--- src/rtl/tmr3_pkg.sv ---
// package for the timer three control block: offsets, fields, types, constants
package tmr3_pkg;
    localparam logic [7:0] CTRL_ADDR      = 8'h91;
    localparam logic [3:0] CTRL_PAGE      = 4'h0;
    localparam logic [7:0] CTRL_RESET     = 8'h00;
    localparam int         BIT_HIGH_FLAG  = 7;
    localparam int         BIT_LOW_FLAG   = 6;
    localparam int         BIT_LOW_IRQEN  = 5;
    localparam int         BIT_CAPTURE    = 4;
    localparam int         BIT_SPLIT      = 3;
    localparam int         BIT_RUN        = 2;
    localparam int         BIT_CLKSEL_HI  = 1;
    localparam int         BIT_CLKSEL_LO  = 0;
    localparam logic [7:0] BYTE_MAX       = 8'hFF;
    localparam logic [15:0] COUNT_MAX     = 16'hFFFF;
    localparam logic [15:0] COUNT_RESET   = 16'h0000;

    // special function register bus request
    typedef struct packed {
        logic       wrEn;
        logic       rdEn;
        logic [3:0] page;
        logic [7:0] addr;
        logic [7:0] wdata;
    } tmr3_sfr_req_t;

    // decoded control fields
    typedef struct packed {
        logic       lowIrqEnable;
        logic       captureEnable;
        logic       splitMode;
        logic       run;
        logic [1:0] altClockSelect;
    } tmr3_ctrl_t;
endpackage : tmr3_pkg

--- src/rtl/tmr3_counter.sv ---
// timer three 16-bit / split 8-bit auto-reload counter with capture
`timescale 1ns/1ps
module tmr3_counter (
    // clock and reset
    input  wire logic                clk,
    input  wire logic                resetn,
    // control
    input  wire tmr3_pkg::tmr3_ctrl_t ctrl,
    input  wire logic                tickLow,
    input  wire logic                tickHigh,
    input  wire logic                captureTrig,
    // reload values written by software
    input  wire logic                reloadWr,
    input  wire logic [15:0]         reloadWdata,
    // state
    output logic [15:0]              count,
    output logic [15:0]              reload,
    output logic                     lowOverflow,
    output logic                     highOverflow
);
    logic        lowRun;
    logic        highRun;
    logic        lowWrap;
    logic        highWrap;
    logic        fullWrap;
    logic [15:0] next_count;

    // run gating: low byte free in split mode
    assign lowRun   = ctrl.splitMode ? tickLow : (tickLow && ctrl.run);
    assign highRun  = ctrl.splitMode ? (tickHigh && ctrl.run) : 1'b0;
    assign lowWrap  = lowRun && (count[7:0] == tmr3_pkg::BYTE_MAX);
    // R7 16-bit mode wraps on all ones
    assign fullWrap = !ctrl.splitMode && lowRun && (count == tmr3_pkg::COUNT_MAX);
    assign highWrap = ctrl.splitMode ? (highRun && count[15:8] == tmr3_pkg::BYTE_MAX)
                                     : fullWrap;

    // auto-reload selection per mode
    always_comb begin
        next_count = count;
        if (ctrl.splitMode) begin
            if (lowRun) begin
                next_count[7:0] = lowWrap ? reload[7:0] : count[7:0] + 8'h01;
            end
            if (highRun) begin
                next_count[15:8] = highWrap ? reload[15:8] : count[15:8] + 8'h01;
            end
        end else if (lowRun) begin
            next_count = fullWrap ? reload : count + 16'h0001;
        end
    end

    // counter and reload registers
    always_ff @(posedge clk or negedge resetn) begin
        if (!resetn) begin
            count  <= tmr3_pkg::COUNT_RESET;
            reload <= tmr3_pkg::COUNT_RESET;
        end else begin
            count <= next_count;
            // capture copies count to reload
            if (ctrl.captureEnable && captureTrig) begin
                reload <= count;
            end else if (reloadWr) begin
                reload <= reloadWdata;
            end
        end
    end

    assign lowOverflow  = lowWrap;
    assign highOverflow = highWrap;
endmodule : tmr3_counter

--- src/rtl/tmr3_control.sv ---
// timer three control register, overflow flags and interrupt request
//
// Overview of operation
// control register at 0x91 page 0, reset zero
// high byte wrap sets high flag
// 16-bit mode full wrap sets high flag
// enabled timer interrupt requests on high flag
// flag cleared only by software writing zero
// overflow wins over simultaneous software clear
// split bit picks 16-bit or two 8-bit
// run gates whole timer, split only high
// capture copies count, sets high flag
// low overflow also interrupts when both enabled
`timescale 1ns/1ps
module tmr3_control (
    // clock and reset
    input  wire logic                   clk,
    input  wire logic                   resetn,
    // special function register bus
    input  wire tmr3_pkg::tmr3_sfr_req_t sfrReq,
    output logic [7:0]                  sfrRdata,
    output logic                        sfrHit,
    // reload register access
    input  wire logic                   reloadWr,
    input  wire logic [15:0]            reloadWdata,
    // timing sources, same clock domain
    input  wire logic                   tickLow,
    input  wire logic                   tickHigh,
    // capture trigger from pin domain
    input  wire logic                   captureTrigAsync,
    // interrupt
    input  wire logic                   timerIrqEnable,
    output logic                        irqRequest,
    // timer state
    output logic [15:0]                 count,
    output logic [15:0]                 reload,
    output logic [1:0]                  altClockSelect
);
    logic                 highFlag;
    logic                 lowFlag;
    logic [5:0]           ctrlBits;
    logic                 capSync1;
    logic                 capSync2;
    logic                 capPrev;
    logic                 captureTrig;
    logic                 lowOverflow;
    logic                 highOverflow;
    logic                 regSel;
    logic                 regWrite;
    logic                 highSet;
    logic                 next_highFlag;
    logic                 next_lowFlag;
    tmr3_pkg::tmr3_ctrl_t ctrl;

    // address and page decode
    assign regSel   = (sfrReq.addr == tmr3_pkg::CTRL_ADDR) && (sfrReq.page == tmr3_pkg::CTRL_PAGE);
    assign regWrite = regSel && sfrReq.wrEn;
    assign sfrHit   = regSel && (sfrReq.rdEn || sfrReq.wrEn);

    // field view of the control bits
    assign ctrl = ctrlBits;
    assign altClockSelect = ctrl.altClockSelect;

    // two-flop synchroniser then rising-edge detect on the trigger
    always_ff @(posedge clk or negedge resetn) begin
        if (!resetn) begin
            capSync1 <= 1'b0;
            capSync2 <= 1'b0;
            capPrev  <= 1'b0;
        end else begin
            capSync1 <= captureTrigAsync;
            capSync2 <= capSync1;
            capPrev  <= capSync2;
        end
    end
    assign captureTrig = capSync2 && !capPrev;

    tmr3_counter u_counter (
        .clk          (clk),
        .resetn       (resetn),
        .ctrl         (ctrl),
        .tickLow      (tickLow),
        .tickHigh     (tickHigh),
        .captureTrig  (captureTrig),
        .reloadWr     (reloadWr),
        .reloadWdata  (reloadWdata),
        .count        (count),
        .reload       (reload),
        .lowOverflow  (lowOverflow),
        .highOverflow (highOverflow)
    );

    // hardware set sources
    assign highSet = highOverflow || (ctrl.captureEnable && captureTrig);

    // software write, hardware set wins
    assign next_highFlag = highSet ? 1'b1
                         : (regWrite ? sfrReq.wdata[tmr3_pkg::BIT_HIGH_FLAG] : highFlag);
    assign next_lowFlag  = lowOverflow ? 1'b1
                         : (regWrite ? sfrReq.wdata[tmr3_pkg::BIT_LOW_FLAG] : lowFlag);

    // control register storage, reset zero
    always_ff @(posedge clk or negedge resetn) begin
        if (!resetn) begin
            highFlag <= tmr3_pkg::CTRL_RESET[tmr3_pkg::BIT_HIGH_FLAG];
            lowFlag  <= tmr3_pkg::CTRL_RESET[tmr3_pkg::BIT_LOW_FLAG];
            ctrlBits <= tmr3_pkg::CTRL_RESET[5:0];
        end else begin
            highFlag <= next_highFlag;
            lowFlag  <= next_lowFlag;
            if (regWrite) begin
                ctrlBits <= sfrReq.wdata[5:0];
            end
        end
    end

    // read data registered
    always_ff @(posedge clk or negedge resetn) begin
        if (!resetn) begin
            sfrRdata <= tmr3_pkg::CTRL_RESET;
        end else begin
            sfrRdata <= {highFlag, lowFlag, ctrlBits};
        end
    end

    // level request, flag never cleared here
    assign irqRequest = timerIrqEnable && (highFlag || (ctrl.lowIrqEnable && lowFlag));
endmodule : tmr3_control

--- config.mk ---
export PLATFORM = sky130hd
export DESIGN_NAME = tmr3_control
export DESIGN_NICKNAME = d
export VERILOG_FILES = /design/src/rtl/tmr3_pkg.sv /design/src/rtl/tmr3_counter.sv /design/src/rtl/tmr3_control.sv
export SDC_FILE = /design/constraint.sdc
export NUM_CORES = 1
export LEC_CHECK = 0
export ABC_AREA = 0
export ABC_CLOCK_PERIOD_IN_PS = 2100
export BUFFER_PORTS_ARGS = -buffer_cell sky130_fd_sc_hd__buf_2
export CAP_MARGIN = 20
export CORE_UTILIZATION = 46
export DETAILED_ROUTE_END_ITERATION = 8
export GPL_TIMING_DRIVEN = 0
export PLACE_DENSITY = 0.75
export SYNTH_ARGS = -nofsm -noshare
export SYNTH_HDL_FRONTEND = slang
export SYNTH_SLANG_ARGS = --single-unit
--- constraint.sdc ---
create_clock -name clk -period 2.1 [get_ports clk]
set_clock_uncertainty 0.2 [all_clocks]
set_input_delay 0.21 -clock clk [delete_from_list [all_inputs] [get_ports clk]]
set_output_delay 0.21 -clock clk [all_outputs]
set_load 0.01 [all_outputs]
Word level (Yosys, flattened, before mapping)

Cells that the tools add are included.
W data, S select, Z words.

Register bits: 51
Input port bits: 45
Output and inout bits: 44
Word-level logic and storage cells: 58

Add/subtract/negate cells: 3
Equal/unequal tests: 5
Multiplexer cells: 16
Reductions and logical operators: 24

Operators by type and width:

| cell                    | count |
|---|---|
| $mux W16                | 5 |
| $mux W8                 | 4 |
| $eq A8 B8 Y1 const B    | 3 |
| $add A16 B1 Y16 const B | 1 |
| $add A8 B1 Y8 const B   | 2 |
| $eq A16 B16 Y1 const B  | 1 |
| $logic_and A1 B1 Y1     | 13 |
| $reduce_bool A2 Y1      | 4 |
| $mux W1                 | 7 |
| $logic_not A4 Y1        | 1 |
| $logic_or A1 B1 Y1      | 3 |
| $logic_not A1 Y1        | 2 |
| $ne A2 B1 Y1 const B    | 1 |
| $reduce_and A2 Y1       | 1 |

Logic depth before layout (Yosys ltp)

Gate-level depths: netlist of the first run.

Depth in word-level cells: 8
Mapped depth: 8
Gate-level depth less buffers: 6

By module

Synthesis of the first run repeated with hierarchy kept, for this count alone.

Cell total of the unflattened synthesis: 272
Area total of the unflattened synthesis: 2770.2 um^2

Modules (own cells, without submodules):

| module       | times used | cells an instance | area each (um^2) | seq. area each (um^2) |
|---|---|---|---|---|
| tmr3_counter | 1          | 231               | 2054.5           | 800.8 |
| tmr3_control | 1          | 41                | 715.7            | 475.5 |

Least setup slack after synthesis of the first run

No wires, ideal clock.

Path type: flip-flop to flip-flop
Start point: reg u_counter.count[9]
End point: reg u_counter.count[7]
Library setup time: 0.135 ns
Arrival: 1.890 ns
Data required time: 1.765 ns
Setup slack: -0.125 ns
Cell stages (with the launch flop): 8
Buffers on the path: 1
Clock period less this slack: 2.225 ns
Cell sequence: dfrtp_1 ha_1 nand3_4 or2_0 buf_6 a211oi_4 mux2i_1 a22oi_2

Word-level cells in the longest chain between the ends: 5

Ends and longest elaborated chain:

| element                  | RTL line           | RTL |
|---|---|---|
| start: declaration       | tmr3_counter.sv:16 | `output logic [15:0] count,` |
| start signal: assignment | tmr3_counter.sv:55 | `count <= tmr3_pkg::COUNT_RESET;` |
| start signal: assignment | tmr3_counter.sv:58 | `count <= next_count;` |
| $eq A16 B16 Y1           | tmr3_counter.sv:33 | `assign fullWrap = !ctrl.splitMode && lowRun && (count == tmr3_pkg::COUNT_MAX);` |
| $logic_and A1 B1 Y1      | tmr3_counter.sv:33 |  |
| $mux W16                 | tmr3_counter.sv:48 | `next_count = fullWrap ? reload : count + 16'h0001;` |
| $mux W16                 | tmr3_counter.sv:47 | `end else if (lowRun) begin` |
| $mux W16                 | tmr3_counter.sv:40 | `if (ctrl.splitMode) begin` |

Every way passes these cells. The select of a mux whose other input is x is not followed.
A chain may end at the register's enable or synchronous reset.

Final worst setup path of the first run

Start point: reg u_counter.count[0]
End point: reg u_counter.count[10]

Word-level cells in the longest chain between the ends: 6
Elaborated cells between the ends (all ways): 9
Classes of those cells: add/sub (1); eq/ne (1); mux (6); reduce/logical (1)

Ends and longest elaborated chain:

| element                                                                 | RTL line |
|---|---|
| parallel branches: the longest is 5 deep, another holds $add A16 B1 Y16 | -- |
| $mux W16 *                                                              | tmr3_counter.sv:40 |

Every way passes the cells marked *. The select of a mux whose other input is x is not followed.

==> results.sh, run 1 <==
export IMPL_drc=0
export IMPL_crit_path_start_kind="register"
export IMPL_final_max_slew_violation_count=0
export IMPL_via_count=2702
export IMPL_avgSynthCellArea_um2=9.87
export IMPL_p_int_mw=1.52
export IMPL_p_total_mw=2.03
export IMPL_path_clk_slew_ns=0.10
export IMPL_leakagePower_nw=1.83
export IMPL_ys_seq_area_frac=0.460
export IMPL_instances_no_fill=474
export IMPL_switching_share=0.253
export IMPL_ir_worst_vdd_mv=0.395
export IMPL_insertion_delay_ns=0.31
export IMPL_fin_nets=449
export IMPL_synth_area_leaders="dfrtp_1 (46%), mux2i_1 (8.3%), a21oi_1 (5.8%), nor2_1 (3.5%), mux2_2 (2.8%)"
export IMPL_overflow=0
export IMPL_dieArea_mm2=0.00634
export IMPL_drive_above_1_share=0.378
export IMPL_drt_iter0_markers=169
export IMPL_num_rows=27
export IMPL_syn_area_mm2=0.00277
export IMPL_diodes=0
export IMPL_critPathMaxFanout=10
export IMPL_crit_type="reg2reg"
export IMPL_p_comb_frac=0.127
export IMPL_tightest_slew_ns=0.605
export IMPL_setup_violations=0
export IMPL_ys_ff_latch=51
export IMPL_hold_viol=0
export IMPL_start_util=0.491
export IMPL_grt_pass1_vias=2590
export IMPL_drt_pass1_iterations=6
export IMPL_worstReg2RegStart="u_counter.count[0]"
export IMPL_async_flop_share=1.00
export IMPL_place_hpwl_um=5580
export IMPL_p_per_area_mw_per_mm2=541
export IMPL_rsz0062_at_grt="yes"
export IMPL_arrival_ns=2.06
export IMPL_htreeDepth=2
export IMPL_rrSetupSlack_ns=0.01
export IMPL_max_stage_delay_ns=0.42
export IMPL_synth_edf_count=0
export IMPL_cts_tree="done"
export IMPL_yosys_area_share_simple=0.171
export IMPL_cp_cell_sequence="ha_2 > and4_2 > and3_4 > buf_6 > o21a_1 > a22oi_1 > o21ai_0"
export IMPL_vias_per_cell=5.70
export IMPL_grt_total_usage=0.263
export IMPL_synth_top_family_by_area="compound AO/OA/AOI/OAI gates"
export IMPL_ant_nets=0
export IMPL_grt_pass1_wl_um=12700
export IMPL_slew_headroom=0.597
export IMPL_timing_critical_path_buf_inv=1
export IMPL_synth_fp_nets=329
export IMPL_clock_path_buffers=2
export IMPL_synth_top_cell_by_area="dfrtp_1"
export IMPL_hold_class="in2reg"
export IMPL_outcome="finished, final reports clean"
export IMPL_cp_slowest_cell="dfrtp_2"
export IMPL_die_w_um=79.6
export IMPL_path_delay_family="compound AO/OA/AOI/OAI gates"
export IMPL_die_h_um=79.6
export IMPL_wire_per_inst_um=16.8
export IMPL_synth_top_area_share=0.460
export IMPL_grt_max_degree=34
export IMPL_hp_start="reloadWdata[10]"
export IMPL_power_switching_mw=0.514
export IMPL_setup_ws_ns=0.0123
export IMPL_p_clk_frac=0.350
export IMPL_ys_flop_type="dfrtp_1"
export IMPL_io_buffers=87
export IMPL_required_ns=2.08
export IMPL_nFillCells=468
export IMPL_critPathLaunch="u_counter.count[0]"
export IMPL_area_growth_syn_to_layout_pct=35.6
export IMPL_dp_cells=441
export IMPL_yosysUniqueCellTypes=50
export IMPL_root_buffer="clkbuf_8"
export IMPL_cts_buffers=5
export IMPL_synth_xor_area_share=0.00948
export IMPL_max_freq_mhz=479
export IMPL_dp_slack_ns=-0.203
export IMPL_drv_cap=0
export IMPL_clock_sinks=51
export IMPL_final_util=0.666
export IMPL_io_pins=89
export IMPL_yosysWarnings=0
export IMPL_min_period_ns=2.09
export IMPL_synthMuxAreaShare=0.111
export IMPL_synth_compound_area_frac=0.185
export IMPL_syn_inst=281
export IMPL_hold_ws_ns=0.000419
export IMPL_core_area_mm2=0.00564
export IMPL_place_gp_congestion=0.936
export IMPL_antenna_found_initial=0
export IMPL_synthAdderAreaFrac=0.0135
export IMPL_routed_wl_um=7950
export IMPL_min_period_over_period=0.994
export IMPL_p_seq_frac=0.523
export IMPL_critPathCaptureType="register"
## worst min-delay path, cell delays in order
cell and delay [ns]:
buf_2 0.07, mux2i_1 0.05, a21oi_1 0.13
## stage by stage
stage,area [µm²],setup TNS [ns]
global route,3760,-0.116
CTS,3700,-0.0183
floorplan,2780,0
detailed placement,3320,-1.74
global placement,3300,-2.09
finish,3760,0
## cell usage after synthesis (2+ instances only)
library cell	n
nor2_1	26
o21ai_1	3
xnor2_1	2
o21a_1	2
mux2i_1	23
clkbuf_2	2
a22o_1	2
clkbuf_1	7
a31oi_1	2
buf_4	5
and2_1	2
mux2_2	7
nor4_1	3
a221oi_1	5
ha_1	3
inv_1	3
a21oi_1	32
and3_1	9
a22oi_1	2
nor3_1	6
and3_2	2
buf_2	3
buf_6	2
or3_1	2
nand4_1	6
nand3_1	12
o2bb2ai_1	4
o311ai_0	2
dfrtp_1	51
o211ai_1	3
o22ai_1	2
o21ai_0	14
nand2_1	15
## power by group through the flow
| stage | Sequential [mW] | Clock (mW) | Combinational (mW) |
|---|---|---|---|
| 2_1_floorplan | 1.10 | 0 | 0.0744 |
| 3_5_place_dp | 1.09 | 0 | 0.212 |
| 6_report | 1.06 | 0.711 | 0.257 |
| 3_3_place_gp | 1.08 | 0 | 0.202 |
| 4_1_cts | 1.06 | 0.726 | 0.255 |
| 5_1_grt | 1.07 | 0.768 | 0.283 |
## registers in the layout, summed over array words and instances (netlist names)
register	count
u_counter.count	16
capPrev	1
highFlag	1
u_counter.reload	16
capSync1	1
sfrRdata	8
capSync2	1
ctrl	6
lowFlag	1
## layer usage
metal  up-vias  GRT usage  wire length, µm
met5         -          0                0
met4         0     0.0655              100
met3        11     0.0434              541
met2       123      0.437             3940
met1      1284      0.357             3370
li1       1284          -                -
## area by class of cell
class                   count  area, µm²  share of cell area
well taps                  72       90.1              0.0240
repair buffers            113        689               0.183
plain buffers              20        141              0.0376
multi-input cells         207       1430               0.380
inverters                   3       11.3             0.00300
flip-flops and latches     51       1280               0.342
clock inverters             3       46.3              0.0123
clock buffers               5       68.8              0.0183
## cell families (layout without fill, tap and decap cells)
logic type,after synthesis,after routing
buffers and inverters,23,144
adders and majority gates,3,3
xor gates and xnor gates,3,3
DFF,51,51
and+or+nand+nor,91,91
AOI/OAI and AO/OA,80,80
muxes,30,30
## cell usage in the layout, fill, tap and decap left out, types with 3 or more instances in the layout
| cell | count |
|---|---|
| inv_1 | 3 |
| buf_2 | 89 |
| mux2i_1 | 23 |
| clkbuf_1 | 6 |
| a21oi_1 | 31 |
| nor4_1 | 3 |
| o21ai_0 | 13 |
| nand2_1 | 13 |
| dfrtp_1 | 45 |
| buf_6 | 5 |
| dlygate4sd3_1 | 17 |
| o2bb2ai_1 | 4 |
| and3_1 | 8 |
| nor3_1 | 6 |
| o21ai_2 | 3 |
| nor2_1 | 25 |
| o211ai_1 | 3 |
| mux2_2 | 7 |
| a221oi_1 | 4 |
| nand4_1 | 6 |
| clkbuf_8 | 6 |
| dfrtp_2 | 6 |
| buf_4 | 13 |
| nand3_1 | 11 |
## what timing repair did
action / 4_1_cts / 5_1_grt
setup buffers: 6 / 2
pin swaps: 1 / 5
resized for setup: 14 / 16
hold buffers: 17 / 0
hold endpoints to repair: 34 / 0
endpoints found under the setup margin: 15 / 13
## final timing paths
check                                        to  cells after the start
setup / recovery            u_counter.count[10]                      7
min in group asynchronous  u_counter.reload[13]                      2
hold reg to reg                        capSync2                      0
hold / removal             u_counter.reload[10]                      3
setup reg to reg            u_counter.count[10]                      7
max in group asynchronous    u_counter.count[5]                      3
Power figures use the tool's default switching activity.
==> run 2, diff against run 1 <==
--- a/config.mk
+++ b/config.mk
@@ -6,13 +6,13 @@
 export NUM_CORES = 1
 export LEC_CHECK = 0
 export ABC_AREA = 0
-export ABC_CLOCK_PERIOD_IN_PS = 2100
+export ABC_CLOCK_PERIOD_IN_PS = 2450
 export BUFFER_PORTS_ARGS = -buffer_cell sky130_fd_sc_hd__buf_2
 export CAP_MARGIN = 20
-export CORE_UTILIZATION = 46
+export CORE_UTILIZATION = 50
 export DETAILED_ROUTE_END_ITERATION = 8
 export GPL_TIMING_DRIVEN = 0
-export PLACE_DENSITY = 0.75
+export PLACE_DENSITY = 0.78
 export SYNTH_ARGS = -nofsm -noshare
 export SYNTH_HDL_FRONTEND = slang
 export SYNTH_SLANG_ARGS = --single-unit
==> constraint.sdc (replaced) <==
create_clock -name clk -period 2.45 [get_ports clk]
set_clock_uncertainty 0.2 [all_clocks]
set_input_delay 0.245 -clock clk [delete_from_list [all_inputs] [get_ports clk]]
set_output_delay 0.245 -clock clk [all_outputs]
set_load 0.01 [all_outputs]
==> results.sh, run 2 (synthesized netlist as in run 1, its figures left out) <==
export IMPL_final_util=0.674
export IMPL_p_per_area_mw_per_mm2=450
export IMPL_wire_per_inst_um=16.4
export IMPL_critPathMaxFanout=9
export IMPL_worstReg2RegStart="u_counter.count[9]"
export IMPL_drt_met1_wl_um=3350
export IMPL_cp_cell_sequence="ha_1 > nand3_4 > or2_0 > buf_6 > a211oi_4 > buf_12 > mux2i_1 > a22oi_2"
export IMPL_grt_max_degree=52
export IMPL_required_ns=2.43
export IMPL_p_total_mw=1.59
export IMPL_final_common_cell="buf_2"
export IMPL_place_hpwl_um=5340
export IMPL_ant_nets=0
export IMPL_min_period_ns=2.29
export IMPL_setup_violations=0
export IMPL_met2_length_um=3580
export IMPL_dp_cells=438
export IMPL_overflow=0
export IMPL_dp_slack_ns=0.0178
export IMPL_leakagePower_nw=1.75
export IMPL_grt_total_usage=0.274
export IMPL_io_buffers=87
export IMPL_max_stage_delay_ns=0.46
export IMPL_min_period_over_period=0.934
export IMPL_crit_path_start_kind="register"
export IMPL_start_util=0.529
export IMPL_final_area_mm2=0.00353
export IMPL_cp_slowest_cell="dfrtp_2"
export IMPL_drt_pass1_iterations=4
export IMPL_grt_pass1_wl_um=12400
export IMPL_instances_no_fill=457
export IMPL_slew_headroom=0.556
export IMPL_top_layer_used="met4"
export IMPL_drive_above_1_share=0.331
export IMPL_hold_viol=0
export IMPL_fin_nets=435
export IMPL_crit_type="reg2reg"
export IMPL_via_count=2648
export IMPL_tns_ns=0
export IMPL_max_freq_mhz=437
export IMPL_place_gp_congestion=0.914
export IMPL_tightest_slew_ns=0.666
export IMPL_dieArea_mm2=0.00585
export IMPL_ir_worst_vdd_mv=0.252
export IMPL_cts_buffers=5
export IMPL_grt_pass1_vias=2405
export IMPL_clock_path_buffers=2
export IMPL_final_cell_mix="buf_2 (90), dfrtp_1 (48), a21oi_1 (32)"
export IMPL_final_max_slew_violation_count=0
export IMPL_path_clk_slew_ns=0.09
export IMPL_top_regs="u_counter.count (16), u_counter.reload (16), sfrRdata (8)"
export IMPL_insertion_delay_ns=0.31
export IMPL_arrival_ns=2.27
export IMPL_cts_tree="done"
export IMPL_outcome="finished, final reports clean"
export IMPL_hold_class="in2reg"
export IMPL_rsz0062_at_grt="no"
export IMPL_rrSetupSlack_ns=0.16
export IMPL_drv_cap=0
export IMPL_diodes=0
export IMPL_die_w_um=76.5
export IMPL_core_area_mm2=0.00524
export IMPL_hold_ws_ns=0.0314
export IMPL_htreeDepth=2
export IMPL_drc=0
export IMPL_clock_sinks=51
export IMPL_dpl_cell_area_mm2=0.00330
export IMPL_critPathCaptureType="register"
export IMPL_routed_wl_um=7500
export IMPL_antenna_found_initial=0
export IMPL_nFillCells=439
export IMPL_vias_per_cell=5.79
export IMPL_die_h_um=76.5
export IMPL_drt_iter0_markers=198
export IMPL_critPathLaunch="u_counter.count[9]"
export IMPL_num_rows=26
export IMPL_hp_start="reloadWdata[6]"
export IMPL_root_buffer="clkbuf_8"
export IMPL_wl_met3_um=488
export IMPL_setup_ws_ns=0.162
export IMPL_area_growth_syn_to_layout_pct=27.3
export IMPL_io_pins=89
[run 2: what timing repair did]
item | CTS | global route
hold endpoints to repair | 9 | 25
setup endpoints to repair | 1 | 12
pin swaps | 1 | 1
hold buffers | 9 | 1
setup buffers | 0 | 1
gates resized for setup | 0 | 5
[run 2: power breakdown]
part,switching (mW),leakage [nW],internal (mW)
registers,0.0392,0.646,0.878
logic,0.0942,1.06,0.100
clock network,0.283,0.0440,0.196
total,0.416,1.75,1.17
[run 2: final timing paths]
| check | end | cells past startpoint |
|---|---|---|
| worst max register to register | u_counter.count[7] | 8 |
| worst min-delay path | u_counter.reload[6] | 3 |
| worst max-delay path | u_counter.count[7] | 8 |
| max in group asynchronous | u_counter.count[8] | 3 |
| worst min register to register | capSync2 | 0 |
| min in group asynchronous | capSync1 | 2 |
[run 2: per-layer routing]
layer / vias to the layer above / track usage
li1: 1256 / -
met1: 1285 / 0.405
met2: 97 / 0.416
met3: 10 / 0.0431
met4: 0 / 0.0731
met5: - / 0
[run 2: layout make-up]
class	count	area, µm²	share of cell area
Clock inverter	2	13.8	0.00390
Multi-Input combinational cell	207	1360	0.385
Timing Repair Buffer	99	583	0.165
Sequential cell	51	1280	0.363
Buffer	20	126	0.0358
Clock buffer	5	68.8	0.0195
Tap cell	70	87.6	0.0248
Inverter	3	11.3	0.00319
[run 2: critical path: cells and delay by family (launching register included)]
| kind | cells | cell delay [ns] |
|---|---|---|
| AND/OR/NAND/NOR | 2 | 0.38 |
| multiplexers | 1 | 0.21 |
| AO/OA/AOI/OAI | 2 | 0.34 |
| flip-flops | 1 | 0.46 |
| adder cells (fa/ha/maj) | 1 | 0.28 |
| buffers and inverters | 2 | 0.30 |
==> run 3, diff against run 2 <==
--- a/config.mk
+++ b/config.mk
@@ -13,6 +13,7 @@
 export DETAILED_ROUTE_END_ITERATION = 8
 export GPL_TIMING_DRIVEN = 0
 export PLACE_DENSITY = 0.78
+export RECOVER_POWER = 100
 export SYNTH_ARGS = -nofsm -noshare
 export SYNTH_HDL_FRONTEND = slang
 export SYNTH_SLANG_ARGS = --single-unit
==> results.sh, run 3 (synthesized netlist as in run 1, its figures left out) <==
export IMPL_io_buffers=87
export IMPL_clock_path_buffers=2
export IMPL_dp_slack_ns=0.0178
export IMPL_outcome="finished, final reports clean"
export IMPL_dpl_cell_area_mm2=0.00330
export IMPL_critPathLaunch="u_counter.count[9]"
export IMPL_leakagePower_nw=1.60
export IMPL_drt_pass1_iterations=4
export IMPL_root_buffer="clkbuf_8"
export IMPL_num_rows=26
export IMPL_antenna_found_initial=0
export IMPL_max_freq_mhz=436
export IMPL_crit_path_start_kind="register"
export IMPL_insertion_delay_ns=0.31
export IMPL_htreeDepth=2
export IMPL_drc=0
export IMPL_path_clk_slew_ns=0.09
export IMPL_place_gp_congestion=0.914
export IMPL_area_growth_syn_to_layout_pct=24.7
export IMPL_min_period_over_period=0.937
export IMPL_io_pins=89
export IMPL_via_count=2634
export IMPL_r2r_end="u_counter.count[7]"
export IMPL_wire_per_inst_um=16.6
export IMPL_gr_usage_met1=0.405
export IMPL_required_ns=2.44
export IMPL_fin_nets=435
export IMPL_die_h_um=76.5
export IMPL_top_regs="u_counter.count (16), u_counter.reload (16), sfrRdata (8)"
export IMPL_nFillCells=469
export IMPL_rr_worst_depth=8
export IMPL_tightest_slew_ns=0.649
export IMPL_arrival_ns=2.28
export IMPL_worstReg2RegStart="u_counter.count[9]"
export IMPL_diodes=0
export IMPL_core_area_mm2=0.00524
export IMPL_final_common_cell="buf_2"
export IMPL_final_area_mm2=0.00346
export IMPL_min_period_ns=2.29
export IMPL_drv_cap=0
export IMPL_instances_no_fill=457
export IMPL_vias_per_cell=5.76
export IMPL_drive_above_1_share=0.225
export IMPL_grt_total_usage=0.274
export IMPL_grt_pass1_wl_um=12400
export IMPL_hold_class="in2reg"
export IMPL_ir_worst_vdd_mv=0.253
export IMPL_setup_ws_ns=0.155
export IMPL_cts_tree="done"
export IMPL_clock_sinks=51
export IMPL_die_w_um=76.5
export IMPL_dieArea_mm2=0.00585
export IMPL_gr_usage_met3=0.0431
export IMPL_rrSetupSlack_ns=0.16
export IMPL_cts_buffers=5
export IMPL_overflow=0
export IMPL_dp_cells=438
export IMPL_endpoint="u_counter.count[7]"
export IMPL_slew_headroom=0.565
export IMPL_critPathCaptureType="register"
export IMPL_tns_ns=0
export IMPL_ant_nets=0
export IMPL_met2_usage=0.416
export IMPL_grt_pass1_vias=2405
export IMPL_place_hpwl_um=5340
export IMPL_drt_iter0_markers=228
export IMPL_hold_viol=0
export IMPL_crit_type="reg2reg"
export IMPL_setup_violations=0
export IMPL_start_util=0.529
export IMPL_grt_busiest_layer="met2"
export IMPL_routed_wl_um=7590
export IMPL_critPathMaxFanout=9
export IMPL_p_per_area_mw_per_mm2=459
export IMPL_final_cell_mix="buf_2 (49), dfrtp_1 (48), clkbuf_1 (47)"
export IMPL_grt_max_degree=52
export IMPL_rsz0062_at_grt="no"
export IMPL_final_max_slew_violation_count=0
## run 3: changes by cell type in the layout (fill, tap and decap cells not counted), sizes merged
| cell | change |
|---|---|
| buf | -42 |
| clkbuf | +42 |
## run 3: final cells by class
class / instances / area (µm²) / area share
Buffer: 20 / 126 / 0.0366
Clock inverter: 2 / 13.8 / 0.00398
Tap cell: 70 / 87.6 / 0.0253
Timing Repair Buffer: 99 / 509 / 0.147
Clock buffer: 5 / 68.8 / 0.0199
Multi-Input combinational cell: 207 / 1360 / 0.393
Sequential cell: 51 / 1280 / 0.370
Inverter: 3 / 11.3 / 0.00326
## run 3: stage by stage
step / hold WS [ns] / util / total power, mW
final: 0.0279 / 0.660 / 1.59
after global routing: 0.0409 / 0.660 / 1.66
after CTS: 0.00729 / 0.662 / 1.60
after detailed placement: 0.139 / 0.629 / 1.11
after global placement: 0.134 / 0.629 / 1.10
after floorplan: -0.251 / - / 1.00
## run 3: repair_timing
item / CTS / global route
endpoints found under the setup margin: 1 / 12
hold buffers: 9 / 1
cloned: 0 / 0
pin swaps: 1 / 1
gates resized for setup: 0 / 5
hold endpoints to repair: 9 / 25
setup buffers: 0 / 1
## run 3: critical path: stages, from the launching register on
cell      delay, ns
dfrtp_2        0.46
ha_1           0.29
nand3_4        0.13
or2_0          0.25
buf_6          0.14
a211oi_4       0.27
buf_12         0.16
mux2i_1        0.21
a22oi_2        0.07
## run 3: per-layer routing
metal	vias up	part of all wire
li1	1256	-
met5	-	0
met1	1286	0.46
met2	83	0.48
met4	0	0.012
met3	9	0.052
## run 3: worst min-delay path by stage
stage | from | endpoint | slack, ns | cells after the start
floorplan | resetn | capPrev | -0.25 | 0
global placement | capSync1 | capSync2 | 0.13 | 0
detailed placement | capSync1 | capSync2 | 0.14 | 0
CTS | resetn | capSync1 | 0.007 | 1
global route | reloadWdata[15] | u_counter.reload[15] | 0.04 | 3
finish | reloadWdata[6] | u_counter.reload[6] | 0.03 | 3
## run 3: power by group
group / switching (mW) / internal [mW] / total (mW) / leakage, nW
sequential: 0.0404 / 0.878 / 0.919 / 0.646
combinational: 0.0934 / 0.0881 / 0.182 / 0.908
clock: 0.290 / 0.196 / 0.486 / 0.0440
